## src/rtl/tbd_consts.vh

```
// Constants for the twelve-bit instruction decode block
`ifndef TBD_CONSTS_VH
`define TBD_CONSTS_VH

// ********************************************************************
// Instruction word fields
// ********************************************************************
`define TBD_IW 12
`define TBD_BYTE_OP_HI 11
`define TBD_BYTE_OP_LO 6
`define TBD_DEST_BIT 5
`define TBD_FILE_HI 4
`define TBD_FILE_LO 0
`define TBD_BIT_OP_HI 11
`define TBD_BIT_OP_LO 8
`define TBD_BITPOS_HI 7
`define TBD_BITPOS_LO 5
`define TBD_LIT_OP_HI 11
`define TBD_LIT_OP_LO 8
`define TBD_K8_HI 7
`define TBD_K9_HI 8
`define TBD_JMP_OP_HI 11
`define TBD_JMP_OP_LO 9

// ********************************************************************
// Opcode encodings
// ********************************************************************
`define TBD_OPC_ADD_ACC_FILE 6'h07
`define TBD_OPC_AND_ACC_FILE 6'h05
`define TBD_OPC_BIT_CLEAR 4'h4
`define TBD_OPC_BIT_SET 4'h5
`define TBD_OPC_AND_LIT_ACC 4'he
`define TBD_OPC_ABS_JUMP 3'h5

// ********************************************************************
// Internal operation classes
// ********************************************************************
`define TBD_OP_ADD 3'h0
`define TBD_OP_ANDF 3'h1
`define TBD_OP_ANDL 3'h2
`define TBD_OP_BCLR 3'h3
`define TBD_OP_BSET 3'h4
`define TBD_OP_JMP 3'h5
`define TBD_OP_NONE 3'h7

// ********************************************************************
// Timing: oscillator periods per instruction cycle
// ********************************************************************
`define TBD_OSC_PER_CYCLE 4

// ********************************************************************
// Register map (byte addresses) and fields
// ********************************************************************
`define TBD_REG_CTRL 8'h00
`define TBD_REG_ACC 8'h04
`define TBD_REG_STATUS 8'h08
`define TBD_REG_PC 8'h0c
`define TBD_REG_LAST 8'h10
`define TBD_REG_FILE_BASE 8'h80
`define TBD_CTRL_RUN 0
`define TBD_ST_CARRY 0
`define TBD_ST_HALF 1
`define TBD_ST_ZERO 2
`define TBD_ST_UNIMPL 3
`define TBD_ST_BUSY 4
`define TBD_CTRL_RESET 1'b0

`endif
```

## src/rtl/instr_alu.v

```verilog
// Eight-bit arithmetic and bit logic with flag results
`timescale 1ns/1ps
`include "tbd_consts.vh"

module instr_alu (
  input wire [2:0] op_i,
  input wire [7:0] acc_i,
  input wire [7:0] file_i,
  input wire [7:0] k8_i,
  input wire [2:0] bitpos_i,
  output reg [7:0] result_o,
  output reg carry_o,
  output reg half_carry_flag_o,
  output wire zero_o
);

  reg [8:0] sum;
  reg [4:0] low_sum;
  reg [7:0] mask;

  // Result per operation; carries always taken from the add
  always @* begin
    sum = {1'b0, acc_i} + {1'b0, file_i};
    low_sum = {1'b0, acc_i[3:0]} + {1'b0, file_i[3:0]};
    mask = 8'h01 << bitpos_i;
    result_o = 8'h00;
    carry_o = sum[8];
    half_carry_flag_o = low_sum[4];
    case (op_i)
      `TBD_OP_ADD: result_o = sum[7:0];
      `TBD_OP_ANDF: result_o = acc_i & file_i;
      `TBD_OP_ANDL: result_o = acc_i & k8_i;
      `TBD_OP_BCLR: result_o = file_i & ~mask;
      `TBD_OP_BSET: result_o = file_i | mask;
      default: result_o = 8'h00;
    endcase
  end

  // Zero test of the eight-bit result
  assign zero_o = (result_o == 8'h00);

endmodule

```

## src/rtl/instr_decode_core.v

```verilog
// Instruction decode and execute core with Avalon-MM register access
// Function
// - Byte ops: opcode 11..6, destination bit 5, file address 4..0.
// - Bit ops: opcode 11..8, bit position 7..5, file address 4..0.
// - Literal ops: opcode 11..8, eight-bit immediate 7..0.
// - Absolute jump: opcode 11..9, nine-bit target 8..0.
// - Destination 0 writes accumulator, 1 writes the file register.
// - File field covers registers 0..31, bit field bits 0..7.
// - Add accumulator and file; route sum; update carry, half, zero.
// - Bit clear zeroes the chosen bit only; flags untouched.
// - Bit set forces the chosen bit to one; flags untouched.
// - AND literal into accumulator, updating only zero flag.
// - AND accumulator with file into destination, zero flag only.
// - Every instruction word is twelve bits: opcode plus operands.
// - Listed instructions finish in one cycle of four periods; the jump spends a second cycle in ST_FLUSH.
//
// Implementation choices: the Avalon-MM register port and the register addresses.
`timescale 1ns/1ps
`include "tbd_consts.vh"

module instr_decode_core #(
  parameter FILE_DEPTH = 32,
  parameter OSC_PER_CYCLE = `TBD_OSC_PER_CYCLE
) (
  input wire clk_i,
  input wire rst_i,
  // Avalon-MM slave
  input wire [7:0] avs_address_i,
  input wire avs_read_i,
  input wire avs_write_i,
  input wire [31:0] avs_writedata_i,
  input wire [3:0] avs_byteenable_i,
  output reg [31:0] avs_readdata_o,
  output wire avs_waitrequest_o,
  // Program memory side
  input wire [11:0] instr_i,
  input wire instr_valid_i,
  output wire instr_ready_o,
  // Core state
  output reg [8:0] pc_o,
  output reg done_o,
  output reg unimpl_o
);

  // ******************************************************************
  // Sequencer states
  // ******************************************************************
  localparam ST_IDLE = 2'h0;
  localparam ST_EXEC = 2'h1;
  localparam ST_FLUSH = 2'h2;
  localparam [1:0] LAST_PHASE = OSC_PER_CYCLE[1:0] - 2'h1;

  // ******************************************************************
  // Storage
  // ******************************************************************
  reg [7:0] file_mem [0:FILE_DEPTH-1];
  reg [7:0] acc;
  reg carry;
  reg half_carry_flag;
  reg zero;
  reg unimpl_seen;
  reg run;
  reg [11:0] ir;
  reg [1:0] state;
  reg [1:0] next_state;
  reg [1:0] phase;
  reg rd_done;
  integer i;

  wire [2:0] op;
  wire dest;
  wire [4:0] file_sel;
  wire [2:0] bitpos;
  wire [7:0] k8;
  wire [8:0] k9;
  wire [7:0] alu_result;
  wire alu_carry;
  wire alu_half;
  wire alu_zero;
  wire busy;
  wire bus_req;
  wire retire;
  wire accept;
  wire bus_wr;
  wire [7:0] st_wbits;

  // ******************************************************************
  // Address decode helpers
  // ******************************************************************
  // True when the byte address falls in the file window
  function file_hit;
    input [7:0] addr;
    begin
      file_hit = (addr >= `TBD_REG_FILE_BASE) &&
                 (addr[1:0] == 2'b00) &&
                 (addr[6:2] < FILE_DEPTH);
    end
  endfunction

  // File index carried by a file window address
  function [4:0] file_idx;
    input [7:0] addr;
    begin
      file_idx = addr[6:2];
    end
  endfunction

  // ******************************************************************
  // Decode and arithmetic
  // ******************************************************************
  instr_field_decode u_decode (
    .instr_i(ir),
    .op_o(op),
    .dest_o(dest),
    .file_o(file_sel),
    .bitpos_o(bitpos),
    .k8_o(k8),
    .k9_o(k9)
  );

  instr_alu u_alu (
    .op_i(op),
    .acc_i(acc),
    .file_i(file_mem[file_sel]),
    .k8_i(k8),
    .bitpos_i(bitpos),
    .result_o(alu_result),
    .carry_o(alu_carry),
    .half_carry_flag_o(alu_half),
    .zero_o(alu_zero)
  );

  // ******************************************************************
  // Handshakes
  // ******************************************************************
  // Bus is held off while an instruction is in flight
  assign busy = (state != ST_IDLE);
  assign bus_req = avs_read_i | avs_write_i;
  assign avs_waitrequest_o = (bus_req & busy) |
                             (avs_read_i & ~rd_done);
  assign bus_wr = avs_write_i & ~busy & avs_byteenable_i[0];
  // A new word only enters when idle, enabled and the bus is quiet
  assign instr_ready_o = ~busy & run & ~bus_req;
  assign accept = instr_ready_o & instr_valid_i;
  // Last oscillator period of the instruction cycle
  assign retire = (state == ST_EXEC) && (phase == LAST_PHASE);

  // ******************************************************************
  // Sequencer
  // ******************************************************************
  // Next state selection
  always @* begin
    next_state = state;
    case (state)
      ST_IDLE: begin
        if (accept) begin
          next_state = ST_EXEC;
        end
      end
      ST_EXEC: begin
        if (retire) begin
          // A jump spends a second cycle refetching
          next_state = (op == `TBD_OP_JMP) ? ST_FLUSH : ST_IDLE;
        end
      end
      ST_FLUSH: begin
        if (phase == LAST_PHASE) begin
          next_state = ST_IDLE;
        end
      end
      default: next_state = ST_IDLE;
    endcase
  end

  // State, phase count and latched instruction word
  always @(posedge clk_i) begin
    if (rst_i) begin
      state <= ST_IDLE;
      phase <= 2'h0;
      ir <= 12'h000;
    end else begin
      state <= next_state;
      if (accept) begin
        ir <= instr_i;
      end
      if (state == ST_IDLE) begin
        phase <= 2'h0;
      end else begin
        phase <= phase + 2'h1;
      end
    end
  end

  // ******************************************************************
  // Execute: accumulator and flags
  // ******************************************************************
  // Writeback at the end of the instruction cycle, or software write
  always @(posedge clk_i) begin
    if (rst_i) begin
      acc <= 8'h00;
      carry <= 1'b0;
      half_carry_flag <= 1'b0;
      zero <= 1'b0;
    end else if (retire) begin
      case (op)
        `TBD_OP_ADD: begin
          if (!dest) begin
            acc <= alu_result;
          end
          carry <= alu_carry;
          half_carry_flag <= alu_half;
          zero <= alu_zero;
        end
        `TBD_OP_ANDF: begin
          if (!dest) begin
            acc <= alu_result;
          end
          zero <= alu_zero;
        end
        `TBD_OP_ANDL: begin
          acc <= alu_result;
          zero <= alu_zero;
        end
        default: begin
          // Bit ops, jump and unknown words leave these alone
          acc <= acc;
        end
      endcase
    end else if (bus_wr) begin
      if (avs_address_i == `TBD_REG_ACC) begin
        acc <= avs_writedata_i[7:0];
      end
      if (avs_address_i == `TBD_REG_STATUS) begin
        carry <= st_wbits[`TBD_ST_CARRY];
        half_carry_flag <= st_wbits[`TBD_ST_HALF];
        zero <= st_wbits[`TBD_ST_ZERO];
      end
    end
  end

  assign st_wbits = avs_writedata_i[7:0];

  // ******************************************************************
  // Execute: file registers
  // ******************************************************************
  // File writeback for destination one and bit ops, or software write
  always @(posedge clk_i) begin
    if (rst_i) begin
      for (i = 0; i < FILE_DEPTH; i = i + 1) begin
        file_mem[i] <= 8'h00;
      end
    end else if (retire) begin
      case (op)
        `TBD_OP_ADD, `TBD_OP_ANDF: begin
          if (dest) begin
            file_mem[file_sel] <= alu_result;
          end
        end
        `TBD_OP_BCLR, `TBD_OP_BSET: begin
          file_mem[file_sel] <= alu_result;
        end
        default: begin
          file_mem[file_sel] <= file_mem[file_sel];
        end
      endcase
    end else if (bus_wr && file_hit(avs_address_i)) begin
      file_mem[file_idx(avs_address_i)] <= avs_writedata_i[7:0];
    end
  end

  // ******************************************************************
  // Program counter, completion and unknown-word flag
  // ******************************************************************
  // Jump loads the target; others step past themselves
  always @(posedge clk_i) begin
    if (rst_i) begin
      pc_o <= 9'h000;
      done_o <= 1'b0;
      unimpl_o <= 1'b0;
    end else begin
      done_o <= retire;
      unimpl_o <= retire && (op == `TBD_OP_NONE);
      if (retire) begin
        if (op == `TBD_OP_JMP) begin
          pc_o <= k9;
        end else begin
          pc_o <= pc_o + 9'h001;
        end
      end
    end
  end

  // Sticky unknown-word status; a new event beats a clear
  always @(posedge clk_i) begin
    if (rst_i) begin
      unimpl_seen <= 1'b0;
    end else if (retire && (op == `TBD_OP_NONE)) begin
      unimpl_seen <= 1'b1;
    end else if (bus_wr && (avs_address_i == `TBD_REG_STATUS) &&
                 st_wbits[`TBD_ST_UNIMPL]) begin
      unimpl_seen <= 1'b0;
    end
  end

  // ******************************************************************
  // Control register
  // ******************************************************************
  // Run enable gates acceptance of new words
  always @(posedge clk_i) begin
    if (rst_i) begin
      run <= `TBD_CTRL_RESET;
    end else if (bus_wr && (avs_address_i == `TBD_REG_CTRL)) begin
      run <= avs_writedata_i[`TBD_CTRL_RUN];
    end
  end

  // ******************************************************************
  // Read path
  // ******************************************************************
  // Read data captured one cycle after the request, then released
  always @(posedge clk_i) begin
    if (rst_i) begin
      avs_readdata_o <= 32'h00000000;
      rd_done <= 1'b0;
    end else if (rd_done) begin
      rd_done <= 1'b0;
    end else if (avs_read_i && !busy) begin
      rd_done <= 1'b1;
      avs_readdata_o <= 32'h00000000;
      if (file_hit(avs_address_i)) begin
        avs_readdata_o[7:0] <= file_mem[file_idx(avs_address_i)];
      end else begin
        case (avs_address_i)
          `TBD_REG_CTRL: avs_readdata_o[`TBD_CTRL_RUN] <= run;
          `TBD_REG_ACC: avs_readdata_o[7:0] <= acc;
          `TBD_REG_STATUS: begin
            avs_readdata_o[`TBD_ST_CARRY] <= carry;
            avs_readdata_o[`TBD_ST_HALF] <= half_carry_flag;
            avs_readdata_o[`TBD_ST_ZERO] <= zero;
            avs_readdata_o[`TBD_ST_UNIMPL] <= unimpl_seen;
            avs_readdata_o[`TBD_ST_BUSY] <= busy;
          end
          `TBD_REG_PC: avs_readdata_o[8:0] <= pc_o;
          `TBD_REG_LAST: avs_readdata_o[11:0] <= ir;
          default: avs_readdata_o <= 32'h00000000;
        endcase
      end
    end
  end

endmodule

```

## src/rtl/instr_field_decode.v

```verilog
// Field extraction and operation classing of one instruction word
`timescale 1ns/1ps
`include "tbd_consts.vh"

module instr_field_decode (
  input wire [11:0] instr_i,
  output reg [2:0] op_o,
  output wire dest_o,
  output wire [4:0] file_o,
  output wire [2:0] bitpos_o,
  output wire [7:0] k8_o,
  output wire [8:0] k9_o
);

  // Operand fields of each layout
  assign dest_o = instr_i[`TBD_DEST_BIT];
  assign file_o = instr_i[`TBD_FILE_HI:`TBD_FILE_LO];
  assign bitpos_o = instr_i[`TBD_BITPOS_HI:`TBD_BITPOS_LO];
  assign k8_o = instr_i[`TBD_K8_HI:0];
  assign k9_o = instr_i[`TBD_K9_HI:0];

  // Opcode classing, longest opcode first
  always @* begin
    op_o = `TBD_OP_NONE;
    if (instr_i[`TBD_BYTE_OP_HI:`TBD_BYTE_OP_LO] ==
        `TBD_OPC_ADD_ACC_FILE) begin
      op_o = `TBD_OP_ADD;
    end else if (instr_i[`TBD_BYTE_OP_HI:`TBD_BYTE_OP_LO] ==
        `TBD_OPC_AND_ACC_FILE) begin
      op_o = `TBD_OP_ANDF;
    end else if (instr_i[`TBD_BIT_OP_HI:`TBD_BIT_OP_LO] ==
        `TBD_OPC_BIT_CLEAR) begin
      op_o = `TBD_OP_BCLR;
    end else if (instr_i[`TBD_BIT_OP_HI:`TBD_BIT_OP_LO] ==
        `TBD_OPC_BIT_SET) begin
      op_o = `TBD_OP_BSET;
    end else if (instr_i[`TBD_LIT_OP_HI:`TBD_LIT_OP_LO] ==
        `TBD_OPC_AND_LIT_ACC) begin
      op_o = `TBD_OP_ANDL;
    end else if (instr_i[`TBD_JMP_OP_HI:`TBD_JMP_OP_LO] ==
        `TBD_OPC_ABS_JUMP) begin
      op_o = `TBD_OP_JMP;
    end
  end

endmodule

```

## config.mk

```make
export PLATFORM = sky130hd
export DESIGN_NAME = instr_decode_core
export DESIGN_NICKNAME = d
export VERILOG_FILES = /design/src/rtl/instr_alu.v /design/src/rtl/instr_decode_core.v /design/src/rtl/instr_field_decode.v
export VERILOG_INCLUDE_DIRS = /design/src /design/src/rtl
export SDC_FILE = /design/constraint.sdc
export NUM_CORES = 1
export LEC_CHECK = 0
export ABC_AREA = 0
export BUFFER_PORTS_ARGS = -buffer_cell sky130_fd_sc_hd__buf_2
export CORE_ASPECT_RATIO = 1.1
export CORE_MARGIN = 4
export CORE_UTILIZATION = 26
export DETAILED_ROUTE_END_ITERATION = 12
export PLACE_DENSITY_LB_ADDON = 0.12
export SYNTH_ARGS = -nofsm -noshare
export SYNTH_HDL_FRONTEND = slang
export SYNTH_SLANG_ARGS = --single-unit
```

## constraint.sdc

```tcl
create_clock -name clk_i -period 10.4 [get_ports clk_i]
set_input_delay 0.52 -clock clk_i [delete_from_list [all_inputs] [get_ports clk_i]]
set_output_delay 0.52 -clock clk_i [all_outputs]
set_load 0.1 [all_outputs]
```

==> results by stage, run 1 <==
STA:
- Measured against its own limit, the worst slew margin works out to 15.6%.
- The hold violation count in the final report came to 0.
- Setup repair after global routing left no endpoint under its margin.
- The number of slew-limit violations in the final report is 0.
- The number of failing setup endpoints in the final timing report is 0.
- Based on the critical path, the design can be clocked at up to around 160 MHz.
- The share of the clock period used by the worst path is between 60% and 70%.
- At the pin with the least slew margin, the transition time is 1.26 ns.
- The final clock skew is 0.0383 ns.
- Counting I/O delays and the setup requirement, the final critical path takes 6.42 ns.
- The setup total negative slack is 0 ns.

Detailed routing:
- Using the TritonRoute via totals, the vias-per-cell ratio works out to between 5 and 6.
- Once detail routing completed, the nets flagged for antenna violations numbered 0.
- The via count of the routed design is 12.5k.
- The number of design rule violations left after detail routing is 0.
- The post-detailed-route wirelength per cell is approximately 28 um.
- In this run, the number of DRC markers left after iteration 0 of detailed routing was 1089.
- The first TritonRoute pass finished after 6 iterations.
- Summed over all layers, the routed wires come to ~66000 um.

Flow run:
- The number of violations of the max-capacitance limit is 0.

Synthesis:
- sky130_fd_sc_hd__nor2_1 is the most common cell in the netlist.
- Ranked by instance count, the synthesized netlist is headed by sky130_fd_sc_hd__nor2_1 (318), sky130_fd_sc_hd__edfxtp_1 (256), sky130_fd_sc_hd__mux4_2 (137).
- The post-synthesis share of cell area spent on xor and xnor gates is 0.202%.
- The dominant combinational cell family by area after synthesis is multiplexers.
- Yosys printed 0 warnings.
- The adder and majority gate portion of the synthesized area is 0.838%.
- After synthesis, the share of cell area in mux cells is 21.4%.
- The area share of the largest cell type after synthesis is 44.4%.
- In this run the mean area of a mapped cell was 12.2 um^2.
- The netlist uses 78 different library cells.
- By area the synthesized netlist is led by sky130_fd_sc_hd__edfxtp_1 (44%), sky130_fd_sc_hd__mux4_2 (18%), sky130_fd_sc_hd__nor2_1 (6.9%).
- In the synthesized netlist, the number of instances is approximately 1.4k.
- The cell type with the largest total area after synthesis is sky130_fd_sc_hd__edfxtp_1.
- The share of the yosys chip area belonging to registers is around half.
- The synthesized netlist devotes ~15% of its cell area to simple gates.
- The proportion of register bits with asynchronous set or reset after synthesis is 0%.
- The synthesized design contains 256 enable-type register cells.
- The count of state elements after synthesis is between 300 and 400.
- Summing every instance area after synthesis gives roughly 0.017 mm^2.
- The most common flop cell mapped by yosys is sky130_fd_sc_hd__edfxtp_1.
- Summing the areas of all compound-gate instances in the mapped netlist gives 7.72% of the synthesized area.

Floorplanning:
- The placeable core region is 0.0655 mm^2.
- The placement row count is 98.
- Once the floorplan was initialized, standard cells occupied 26.5% of the core.
- The die width is 254 um.
- The y dimension of the die is 279 um.
- The floorplan step defined a die boundary enclosing between 0.07 and 0.08 mm^2.
- The top-level I/O count is 106.

Worst setup path:
- Data on the critical path is required at its endpoint by 10.68 ns.
- The family with the most delay on the worst path is compound AO/OA/AOI/OAI gates.
- STA classifies the critical path startpoint as a register.
- The worst register-to-register path ends at file_mem[13][6]$_SDFFCE_PN0P_.
- The critical path depth in cells is 13.
- Of all nets on the critical path, the largest fanout is 32.
- The arrival time at the worst endpoint is 6.70 ns.
- The category of the worst setup path capture point is a register.
- The cell repeated most along the worst path is sky130_fd_sc_hd__a21oi_1.
- For flop-to-flop paths, the worst setup slack is 3.98 ns.
- The critical path is of the register to register type.
- The signal on the critical path passes through buf_4, mux4_2, o22ai_1, nor4_1, ha_1, fa_1, a21oi_1, o211ai_1, a21oi_1, xnor2_1, a2111oi_0, a2bb2oi_4, nor2_1.
- For this run, the slowest stage of the critical path takes 0.96 ns.
- The critical path's slowest cell is sky130_fd_sc_hd__a2111oi_0.
- For the worst flop-to-flop path, the logic depth is 13.
- Together, buffers and inverters on the worst path number 1.

CTS:
- Post-CTS timing repair inserted 0 buffers for setup.
- Clock-pin slew was measured on the worst setup and hold paths at ~0.06 ns.
- The number of clock sinks is 314.
- The later pin in the worst-skew pair is clocked with a latency of between 0.5 and 0.6 ns.
- The buffer depth of the longest clock path is 3.
- The clock tree from TritonCTS is built.
- CTS built an H-tree with a depth of 2.
- The hold-fix buffer count after cts is 0.
- The number of gates resized after CTS was 0.
- The library cell used as clock root buffer is sky130_fd_sc_hd__clkbuf_16.
- The number of clock buffers inserted by TritonCTS is 41.

Power and ir drop:
- The design draws around 3 mW.
- In this run the static leakage power is 6.41 nW.
- The worst-case IR drop observed on VDD is approximately 0.00012 V.
- Power spread over the standard cell area amounts to 154 mW/mm^2.

Worst hold path:
- The worst hold path terminates at ir[9]$_SDFFE_PP0P_.
- The min-delay analysis places its worst path in the category input pin to register.
- Counting instances, the worst hold path has a depth of 3.
- In this run the most critical hold path is launched from instr_i[9].

Global route:
- Entering global routing, the biggest net connects 52 pins.
- For this run, the total global-route usage over all layers was measured as between 10% and 20%.
- The initial antenna violation count is 1.
- The global-route wire length before repair is 94100 um.
- The via count of the first global-routing pass is between 10k and 15k.
- The leftover overflow at the end of global routing is 0.

Placed design:
- The placed standard-cell area is 0.0184 mm^2.
- The global placement routability congestion is about 0.84.
- The count of buffers inserted at the top-level ports is 58.
- The detailed placement HPWL is 45500 um.

Layout:
- In the final layout, the share of cells above drive strength 1 is 22.4%.
- Counting the fill cells in the layout gives 6701.
- The area of all placed cells without fillers is 0.0196 mm^2.
- The total inserted antenna cells is 0.
- The total area of multi-input combinational cells is between 0.007 and 0.008 mm^2.
- The sequential cells in the finished layout cover a total of 0.00885 mm^2.
- The area growth from synthesis to layout is 13.4%.
- At the end of the flow, the number of nets in the layout was 1512.

Status:
- The flow ran to the end, and the final reports show no timing, DRC or antenna violations.
[worst max path at each step]
stage | endpoint | slack, ns
floorplan | file_mem[20][6]$_SDFFCE_PN0P_ | 6.42
global placement | file_mem[14][6]$_SDFFCE_PN0P_ | 4.01
detailed placement | file_mem[8][6]$_SDFFCE_PN0P_ | 3.97
CTS | file_mem[13][6]$_SDFFCE_PN0P_ | 3.94
global route | file_mem[15][6]$_SDFFCE_PN0P_ | 3.56
finish | file_mem[13][6]$_SDFFCE_PN0P_ | 3.98
[cell type report]
cell class,instances,area share (%)
sequential,314,45.1
multi-input combinational,989,40.3
tap,850,5.41
clock buffer,50,5.39
timing repair buffer,87,2.61
clock inverter,25,1.09
inverter,7,0.134
[report_power, final]
group	internal (mW)	switching, mW
clock	0.762	0.601
combinational	0.0769	0.164
sequential	1.39	0.0224
total	2.23	0.788
[worst register-to-register path, cell delays in order (launching register included)]
cell and delay (ns):
sky130_fd_sc_hd__dfxtp_4 0.74, sky130_fd_sc_hd__buf_4 0.67, sky130_fd_sc_hd__mux4_2 0.61, sky130_fd_sc_hd__o22ai_1 0.41, sky130_fd_sc_hd__nor4_1 0.24, sky130_fd_sc_hd__ha_1 0.28, sky130_fd_sc_hd__fa_1 0.48, sky130_fd_sc_hd__a21oi_1 0.20
sky130_fd_sc_hd__o211ai_1 0.13, sky130_fd_sc_hd__a21oi_1 0.24, sky130_fd_sc_hd__xnor2_1 0.12, sky130_fd_sc_hd__a2111oi_0 0.96, sky130_fd_sc_hd__a2bb2oi_4 0.94, sky130_fd_sc_hd__nor2_1 0.11
[cells by family (layout without fill, tap and decap cells)]
family | after synthesis | in the layout
AOI/OAI and AO/OA | 203 | 203
and+or+nand+nor | 564 | 564
buffers and inverters | 136 | 169
other | 1 | 20
xor gates and xnor gates | 4 | 4
DFF | 314 | 314
muxes | 187 | 187
adders and majority gates | 11 | 11
[per-stage QoR]
stage	utilization (%)	cells	setup slack [ns]	hold slack [ns]
finish	30.0	2322	3.98	0.184
floorplan	-	1439	6.42	0.408
global placement	28.1	2247	4.01	0.419
global route	30.0	2322	3.56	0.183
detailed placement	28.1	2247	3.97	0.439
CTS	30.0	2322	3.94	0.145
[cell usage in the layout (no fill, tap or decap), types with 11 or more instances in the layout]
cell / Yosys / layout
sky130_fd_sc_hd__mux4_2: 137 / 137
sky130_fd_sc_hd__mux2i_1: 33 / 33
sky130_fd_sc_hd__buf_4: 27 / 31
sky130_fd_sc_hd__nor3_1: 17 / 16
sky130_fd_sc_hd__o21ai_0: 42 / 42
sky130_fd_sc_hd__edfxtp_1: 256 / 256
sky130_fd_sc_hd__buf_2: 34 / 56
sky130_fd_sc_hd__a21oi_1: 43 / 43
sky130_fd_sc_hd__nor2_1: 318 / 318
sky130_fd_sc_hd__nand3_1: 43 / 43
sky130_fd_sc_hd__clkbuf_16: 0 / 41
sky130_fd_sc_hd__o22ai_1: 22 / 22
sky130_fd_sc_hd__conb_1: 1 / 20
sky130_fd_sc_hd__a211oi_1: 11 / 11
sky130_fd_sc_hd__dfxtp_1: 58 / 56
sky130_fd_sc_hd__nand2_1: 95 / 95
sky130_fd_sc_hd__nand3b_1: 13 / 13
[routing by layer]
metal  vias up  track usage (%)  share of wire, %
met4         0             7.02               3.8
li1       5451                -                 -
met5         -                0                 0
met3        98             2.28               5.0
met2       432             31.6                50
met1      6498             23.6                41
[flip-flops by register name, indices dropped and copies added, names as in the netlist, 2 cells and up, named ones only]
signal	count
pc_o	9
file_mem	256
acc	8
phase	2
avs_readdata_o	12
ir	12
state	2
Power figures use the tool's default switching activity.
==> run 2, diff against run 1 <==
Clock period 10.4 ns to 5.4 ns, I/O delays scaled along.
==> run 2 against run 1 <==
Net effect: die area unchanged; first-iteration DRC count rose by 2.5%; largest cell class unchanged; cell area grew 2.0%; core utilization rose by 0.59 points; final cell count rose by 1.2%; via count grew 0.46%; sequential power is 94% higher; sequential cell count is the same; total power grew 92%; critical path depth rose by 1; clock skew is 0.0096 ns lower; global-route usage shrank 0.11 points.
==> results by stage, run 2 (synthesis results as in run 1) <==
Floorplanning:
- The floorplan step defined a die boundary enclosing 0.0708 mm^2.
- During I/O placement, the number of pins put on the boundary was 106.
- In this run the core area contains a little under 100 standard-cell rows.
- The y dimension of the die is 279 um.
- Once the floorplan was initialized, standard cells occupied 26.5% of the core.
- The region available for standard cell placement spans 0.0655 mm^2.
- The die width is 254 um.

STA:
- The setup total negative slack is 0 ns.
- The share of the clock period used by the worst path is 95.2%.
- The final clock skew is 0.0287 ns.
- The maximum achievable frequency is 195 MHz.
- The number of failing setup endpoints in the final timing report is 0.
- The tightest slew margin relative to the limit is 24.4%.
- The number of slew-limit violations in the final report is 0.
- On the final layout, the worst hold slack is 0.0352 ns.
- The transition time at the pin with the least slew margin is 1.13 ns.
- Setup repair after global routing left no endpoint under its margin.
- The worst setup slack after layout is 0.259 ns.
- The hold violation count in the final report is 0.
- The shortest period the worst path allows is just over 5 ns.

Layout:
- The final cell count without fillers is between 2k and 2.5k.
- The total inserted antenna cells is 0.
- The register with the most flip-flops in the layout has 256 of them.
- The area of all placed cells without fillers is around 0.020 mm^2.
- The core utilization of the finished layout is a little under a third.
- Counting flops per register, the top entry is file_mem.
- The commonest non-fill, non-tap cell in the layout is sky130_fd_sc_hd__nor2_1.
- The top cell types in the final layout, fill and taps aside, are sky130_fd_sc_hd__nor2_1 (318), sky130_fd_sc_hd__edfxtp_1 (256), sky130_fd_sc_hd__mux4_2 (137).
- The count of nets after finishing is 1544.
- The fraction of final layout cells with drive strength greater than 1 is 23.5%.
- The area growth from synthesis to layout is 15.6%.
- The filler cell count is between 6k and 7k.
- The largest registers in the layout are file_mem x256, avs_readdata_o x12, ir x12.

CTS:
- The clock tree from TritonCTS is built.
- The cell sitting at the root of the clock tree is a sky130_fd_sc_hd__clkbuf_16.
- The clock passes through at most 3 buffers.
- The number of clock buffers inserted by TritonCTS is 39.
- The H-tree was split into 2 levels.
- The number of clock sinks is 314.
- Buffers added to address setup during post-CTS repair amount to 0.
- The worst-skew pair later-pin latency is just under 0.6 ns.
- The register clock-pin slew on the reported worst setup and hold paths is 0.06 ns.

Worst setup path:
- The worst setup path is launched from a register.
- The endpoint required time on the critical path is 5.70 ns.
- The critical path is of the register to register type.
- The category of the worst setup path capture point is a register.
- Data on the critical path arrives at its endpoint at roughly 5.4 ns.
- Along the worst path, the maximum fanout reaches 34.

Power and ir drop:
- Per report_power, the clock group accounts for ~45% of the total.
- Internal power comes to 4.35 mW.
- Dividing total power by cell area gives a power density of 290 mW/mm^2.
- In this run, the combinational gates consume 8.1% of the power.
- The overall power consumption is 5.81 mW.
- The switching power summed over all nets is approximately 1.5 mW.
- The maximum vdd ir drop is 0.000217 V.
- The relative contribution of sequential cells to total power is between 40% and 50%.
- The static leakage power is 6.63 nW.
- The switching fraction of total power is 25.2%.

Detailed routing:
- In the routed layout, each cell is associated on average with a via count of 5.33.
- The number of design rule violations left after detail routing is 0.
- After the first detailed-routing iteration, the DRC count stood at 1116.
- The final wirelength is 65700 um.
- The number of detailed-route iterations in the first pass is 5.
- After detailed routing, the average wire length per cell comes to 27.9 um.
- Once detail routing completed, the nets flagged for antenna violations numbered 0.
- The final route contains between 10k and 15k vias.

Status:
- The run finished with clean final reports.

Global route:
- The via count of the first global-routing pass is 12.8k.
- The maximum number of pins on one net before global-route repair is 45.
- The first global-routing pass estimated 93900 um of wire.
- The leftover overflow at the end of global routing is 0.
- The overall fraction of global-route tracks in use is between 15 and 20%.
- The initial antenna violation count is 1.

Flow run:
- The number of violations of the max-capacitance limit is 0.

Placed design:
- The count of buffers inserted at the top-level ports is 58.
- The HPWL after detailed placement is 47200 um.
- The number of instances in the placed design is 2272.
- The worst slack at placement is 0.216 ns.
- The global placement routability congestion is 0.865.
- The placed instances occupy a cell area of 0.0187 mm^2.

Worst hold path:
- The min-delay analysis places its worst path in the category input pin to register.
[run 2: final cells by class]
cell class,count,area (um^2),area share [%]
multi-input combinational,989,7940,39.7
inverter,7,26.3,0.131
tap,850,1060,5.31
sequential,314,8850,44.2
timing repair buffer,121,903,4.51
clock inverter,20,165,0.825
clock buffer,49,1070,5.37
[run 2: critical path: stages, from the launching register on]
cell and delay, ns:
sky130_fd_sc_hd__dfxtp_4 0.81, sky130_fd_sc_hd__mux4_2 0.59, sky130_fd_sc_hd__o22ai_1 0.39, sky130_fd_sc_hd__nor4_1 0.22, sky130_fd_sc_hd__ha_1 0.28, sky130_fd_sc_hd__fa_1 0.47, sky130_fd_sc_hd__a21oi_1 0.21, sky130_fd_sc_hd__o211ai_1 0.14
sky130_fd_sc_hd__a21oi_1 0.23, sky130_fd_sc_hd__xnor2_1 0.12, sky130_fd_sc_hd__a2111oi_0 0.61, sky130_fd_sc_hd__buf_4 0.23, sky130_fd_sc_hd__a2bb2oi_4 0.26, sky130_fd_sc_hd__buf_12 0.19, sky130_fd_sc_hd__nor2_1 0.05
[run 2: timing repair]
item / CTS / global route
gates resized for setup: 0 / 2
hold endpoints to repair: 11 / 0
hold buffers: 9 / 0
endpoints found under the setup margin: 0 / 33
[run 2: routing by layer]
metal	track usage, %	vias up	routed length (um)
met5	0	-	13
li1	-	5507	-
met3	1.97	76	2340
met4	4.66	2	1520
met1	23.3	6588	27800
met2	33.0	363	34000
[run 2: path summary, 6_finish.rpt]
kind / cells after the start / to / startpoint / slack (ns)
max: 14 / file_mem[14][6]$_SDFFCE_PN0P_ / register / 0.26
min: 3 / register / instr_i[2] / 0.04
min reg2reg: 1 / phase[0]$_SDFF_PP0_ / phase[0]$_SDFF_PP0_ / 0.43
max reg2reg: 14 / file_mem[14][6]$_SDFFCE_PN0P_ / register / 0.26
[run 2: power groups by stage]
stage | combinational [mW] | clock [mW] | sequential (mW)
after global routing | 0.490 | 2.77 | 2.74
after floorplan | 0.300 | 0 | 2.78
after global placement | 0.467 | 0 | 2.78
after CTS | 0.475 | 2.68 | 2.73
final | 0.469 | 2.61 | 2.73
after detailed placement | 0.468 | 0 | 2.78
==> run 3, diff against run 2 <==
--- a/config.mk
+++ b/config.mk
@@ -11,5 +11,5 @@
 export CORE_ASPECT_RATIO = 1.1
 export CORE_MARGIN = 4
-export CORE_UTILIZATION = 26
+export CORE_UTILIZATION = 30
 export DETAILED_ROUTE_END_ITERATION = 12
 export PLACE_DENSITY_LB_ADDON = 0.12
==> constraint.sdc (replaced) <==
create_clock -name clk_i -period 5.4 [get_ports clk_i]
set_input_delay 0.54 -clock clk_i [delete_from_list [all_inputs] [get_ports clk_i]]
set_output_delay 0.54 -clock clk_i [all_outputs]
set_load 0.1 [all_outputs]
==> run 3 against run 2 <==
Net effect: clock-buffer cell count up 5; routed wire length down 3.7%; critical path depth up 1; clock skew down 0.0053 ns; setup slack better by 0.25 ns; die area down 13%; core utilization up 3.9 points; cell area down 1.4%; critical endpoint is now file_mem[31][6]$_SDFFCE_PN0P_; largest cell class unchanged.
==> results by stage, run 3 (synthesis results as in run 1) <==
STA:
- Across the routed clock network, the largest skew measured is 0.0233 ns.
- At the pin with the least slew margin, the transition time is 1.17 ns.
- The tightest slew margin relative to the limit is approximately 21%.
- The setup total negative slack is 0 ns.
- The hold slack is about 0.22 ns.
- Derived from the worst setup path, the maximum achievable clock frequency is 204 MHz.
- The worst path meets setup with about 0.50 ns of slack.
- The number of failing setup endpoints in the final timing report is 0.
- The shortest period the worst path allows is roughly 4.9 ns.
- Of the available clock period, the critical path in the final layout requires 90.7%.
- Setup repair after global routing left no endpoint under its margin.
- The hold violation count in the final report was 0.
- The number of slew-limit violations in the final report is 0.

Layout:
- The area of all placed cells without fillers is 0.0198 mm^2.
- The largest registers in the layout are file_mem x256, avs_readdata_o x12, ir x12.
- The library cells used most frequently in the layout, excluding fill and tap cells, are sky130_fd_sc_hd__nor2_1 (318), sky130_fd_sc_hd__edfxtp_1 (256), sky130_fd_sc_hd__mux4_2 (137).
- The commonest non-fill, non-tap cell in the layout is sky130_fd_sc_hd__nor2_1.
- Measured on the finished design, the core utilization comes to 34.5%.
- The finished layout holds 2246 standard cells, fillers aside.
- Cells with a size suffix above 1 make up a little under a quarter of the layout.
- The repair_antennas step left the layout with diodes totalling 0.
- The register with the most flip-flops is file_mem.
- The area growth from synthesis to layout is 14.1%.
- The number of flip-flops in the largest register is 256.
- The count of nets after finishing is 1536.
- After filler insertion, the fill cell instance count of the layout stands at 5625.

Placed design:
- Once placement completed, the tool counted placed cells totaling between 2k and 2.5k.
- At the placement stage, the worst setup path has a slack of 0.582 ns.
- The HPWL after detailed placement is 45600 um.
- The placed standard-cell area is ~0.019 mm^2.
- The count of buffers inserted at the top-level ports is 58.
- The global placement routability congestion is 0.881.

CTS:
- In this run, post-CTS repair resized a total of 0 instances.
- The number of setup buffers added after CTS is 0.
- CTS built an H-tree with a depth of 2.
- TritonCTS created 39 clock buffers.
- The register clock-pin slew on the reported worst setup and hold paths is ~0.06 ns.
- The tree is rooted in a sky130_fd_sc_hd__clkbuf_16.
- The number of clock sinks is 314.
- The buffer depth of the longest clock path is 3.
- The clock tree from TritonCTS is built.
- The hold-fix buffer count after cts is 0.
- The clock reaches the later pin of the worst-skew pair after roughly 0.56 ns.

Worst hold path:
- The origin of the worst min-delay path is instr_i[11].
- The path with the worst hold slack has its endpoint at ir[11]$_SDFFE_PP0P_.
- The kind of path behind the tightest hold check is input pin to register.
- The instance count along the most critical hold path is 3.

Detailed routing:
- The number of detailed-route iterations in the first pass is 5.
- Wires add up to between 60000 and 70000 um.
- The number of design rule violations left after detail routing is 0.
- The routed layout has 12.5k vias.
- The count of nets left with antenna violations once routing finished came out at 0.
- The count of routing violations after the opening detailed-route iteration is 1165.
- After detailed routing, the average wire length per cell comes to about 28 um.
- Dividing the detail-routed via count by the number of cells gives 5.56.

Global route:
- The via count of the first global-routing pass was approximately 13k.
- The global-route wire length before repair is between 90000 and 100000 um.
- The initial antenna violation count is 3.
- The leftover overflow at the end of global routing is 0.
- The overall fraction of global-route tracks in use is 20.3%.
- The maximum number of pins on one net before global-route repair is 45.

Floorplanning:
- The initial cell density of the core is 30.3%.
- The floorplan step defined a die boundary enclosing roughly 0.062 mm^2.
- The core region is 0.0572 mm^2.
- The die width is 237 um.
- The die is around 260 um tall.
- The top-level I/O count is 106.
- The placement row count is 92.

Worst setup path:
- The largest individual stage delay along the critical path comes from the cell sky130_fd_sc_hd__dfxtp_1.
- The type of the setup path with the least slack is register to register.
- The cell repeated most along the worst path is sky130_fd_sc_hd__buf_4.
- The kind of start point of the critical path is a register.
- The category of the worst setup path capture point is a register.
- The number of cells on the worst reg-to-reg path is 15.
- The worst register-to-register path ends at file_mem[31][6]$_SDFFCE_PN0P_.
- The maximum fanout encountered on the critical timing path is 32.
- The arrival time at the worst endpoint is 5.17 ns.
- The count of buffer and inverter cells on the critical path is 3.
- The flop-to-flop setup slack is 0.50 ns.
- The critical path goes through buf_4, mux4_1, mux4_2, o22a_1, and2_1, ha_1, nand2_1, o211ai_1, a21oi_1, xnor2_1, a2111oi_0, buf_4, a2bb2oi_4, buf_12, nor2_1.
- The family with the most delay on the worst path is compound AO/OA/AOI/OAI gates.
- The endpoint required time on the critical path is 5.68 ns.
- The critical path depth in cells is 15.
- The delay of the slowest cell on the worst path is 0.89 ns.

Status:
- The run finished with clean final reports.

Power and ir drop:
- Of the total power, the share spent switching nets is 24.5%.
- Sequential cells burn approximately 48% of the power.
- The overall power consumption is 5.72 mW.
- The static leakage power is roughly 6.6 nW.
- The combinational cell fraction of total power is 8.0%.
- The switching power summed over all nets is 1.40 mW.
- The clock network power share is 44.3%.
- Cell internal power was estimated by the tool at around 4.3 mW.
- The maximum vdd ir drop is about 0.0002 V.
- Dividing total power by cell area gives a power density of 290 mW/mm^2.

Flow run:
- The number of violations of the max-capacitance limit is 0.
==> run 3: per-layer routing <==
layer / part of all wire [%] / vias up / track usage [%]
met4: 3.8 / 0 / 7.23
li1: - / 5495 / -
met3: 4.8 / 102 / 2.67
met2: 51 / 408 / 36.0
met5: 0 / - / 0
met1: 40 / 6475 / 25.5
==> run 3: worst min-delay path: stages <==
cell and delay, ns:
sky130_fd_sc_hd__buf_2 0.08, sky130_fd_sc_hd__mux2i_1 0.05, sky130_fd_sc_hd__nor2_1 0.08
==> run 3: worst max-delay path by stage <==
stage / from / to / slack [ns]
6_report: register / file_mem[31][6]$_SDFFCE_PN0P_ / 0.50
5_1_grt: register / file_mem[2][3]$_SDFFCE_PN0P_ / 0.27
4_1_cts: register / file_mem[20][6]$_SDFFCE_PN0P_ / 0.53
3_5_place_dp: register / file_mem[20][6]$_SDFFCE_PN0P_ / 0.58
3_3_place_gp: register / file_mem[20][6]$_SDFFCE_PN0P_ / 0.46
2_1_floorplan: register / file_mem[20][6]$_SDFFCE_PN0P_ / 1.42
==> run 3: layout make-up <==
cell class | count | area [um^2] | share of cell area (%)
Sequential cell | 314 | 8850 | 44.8
Multi-Input combinational cell | 989 | 7920 | 40.1
Clock buffer | 54 | 1070 | 5.44
Tap cell | 752 | 941 | 4.76
Timing Repair Buffer | 113 | 808 | 4.09
Clock inverter | 17 | 130 | 0.659
Inverter | 7 | 26.3 | 0.133
==> run 3: power by group through the flow <==
stage / Combinational [mW] / Clock (mW) / Sequential, mW
after floorplan: 0.300 / 0 / 2.78
after global placement: 0.458 / 0 / 2.78
after detailed placement: 0.459 / 0 / 2.78
after CTS: 0.460 / 2.60 / 2.73
after global routing: 0.475 / 2.71 / 2.74
final: 0.456 / 2.53 / 2.73
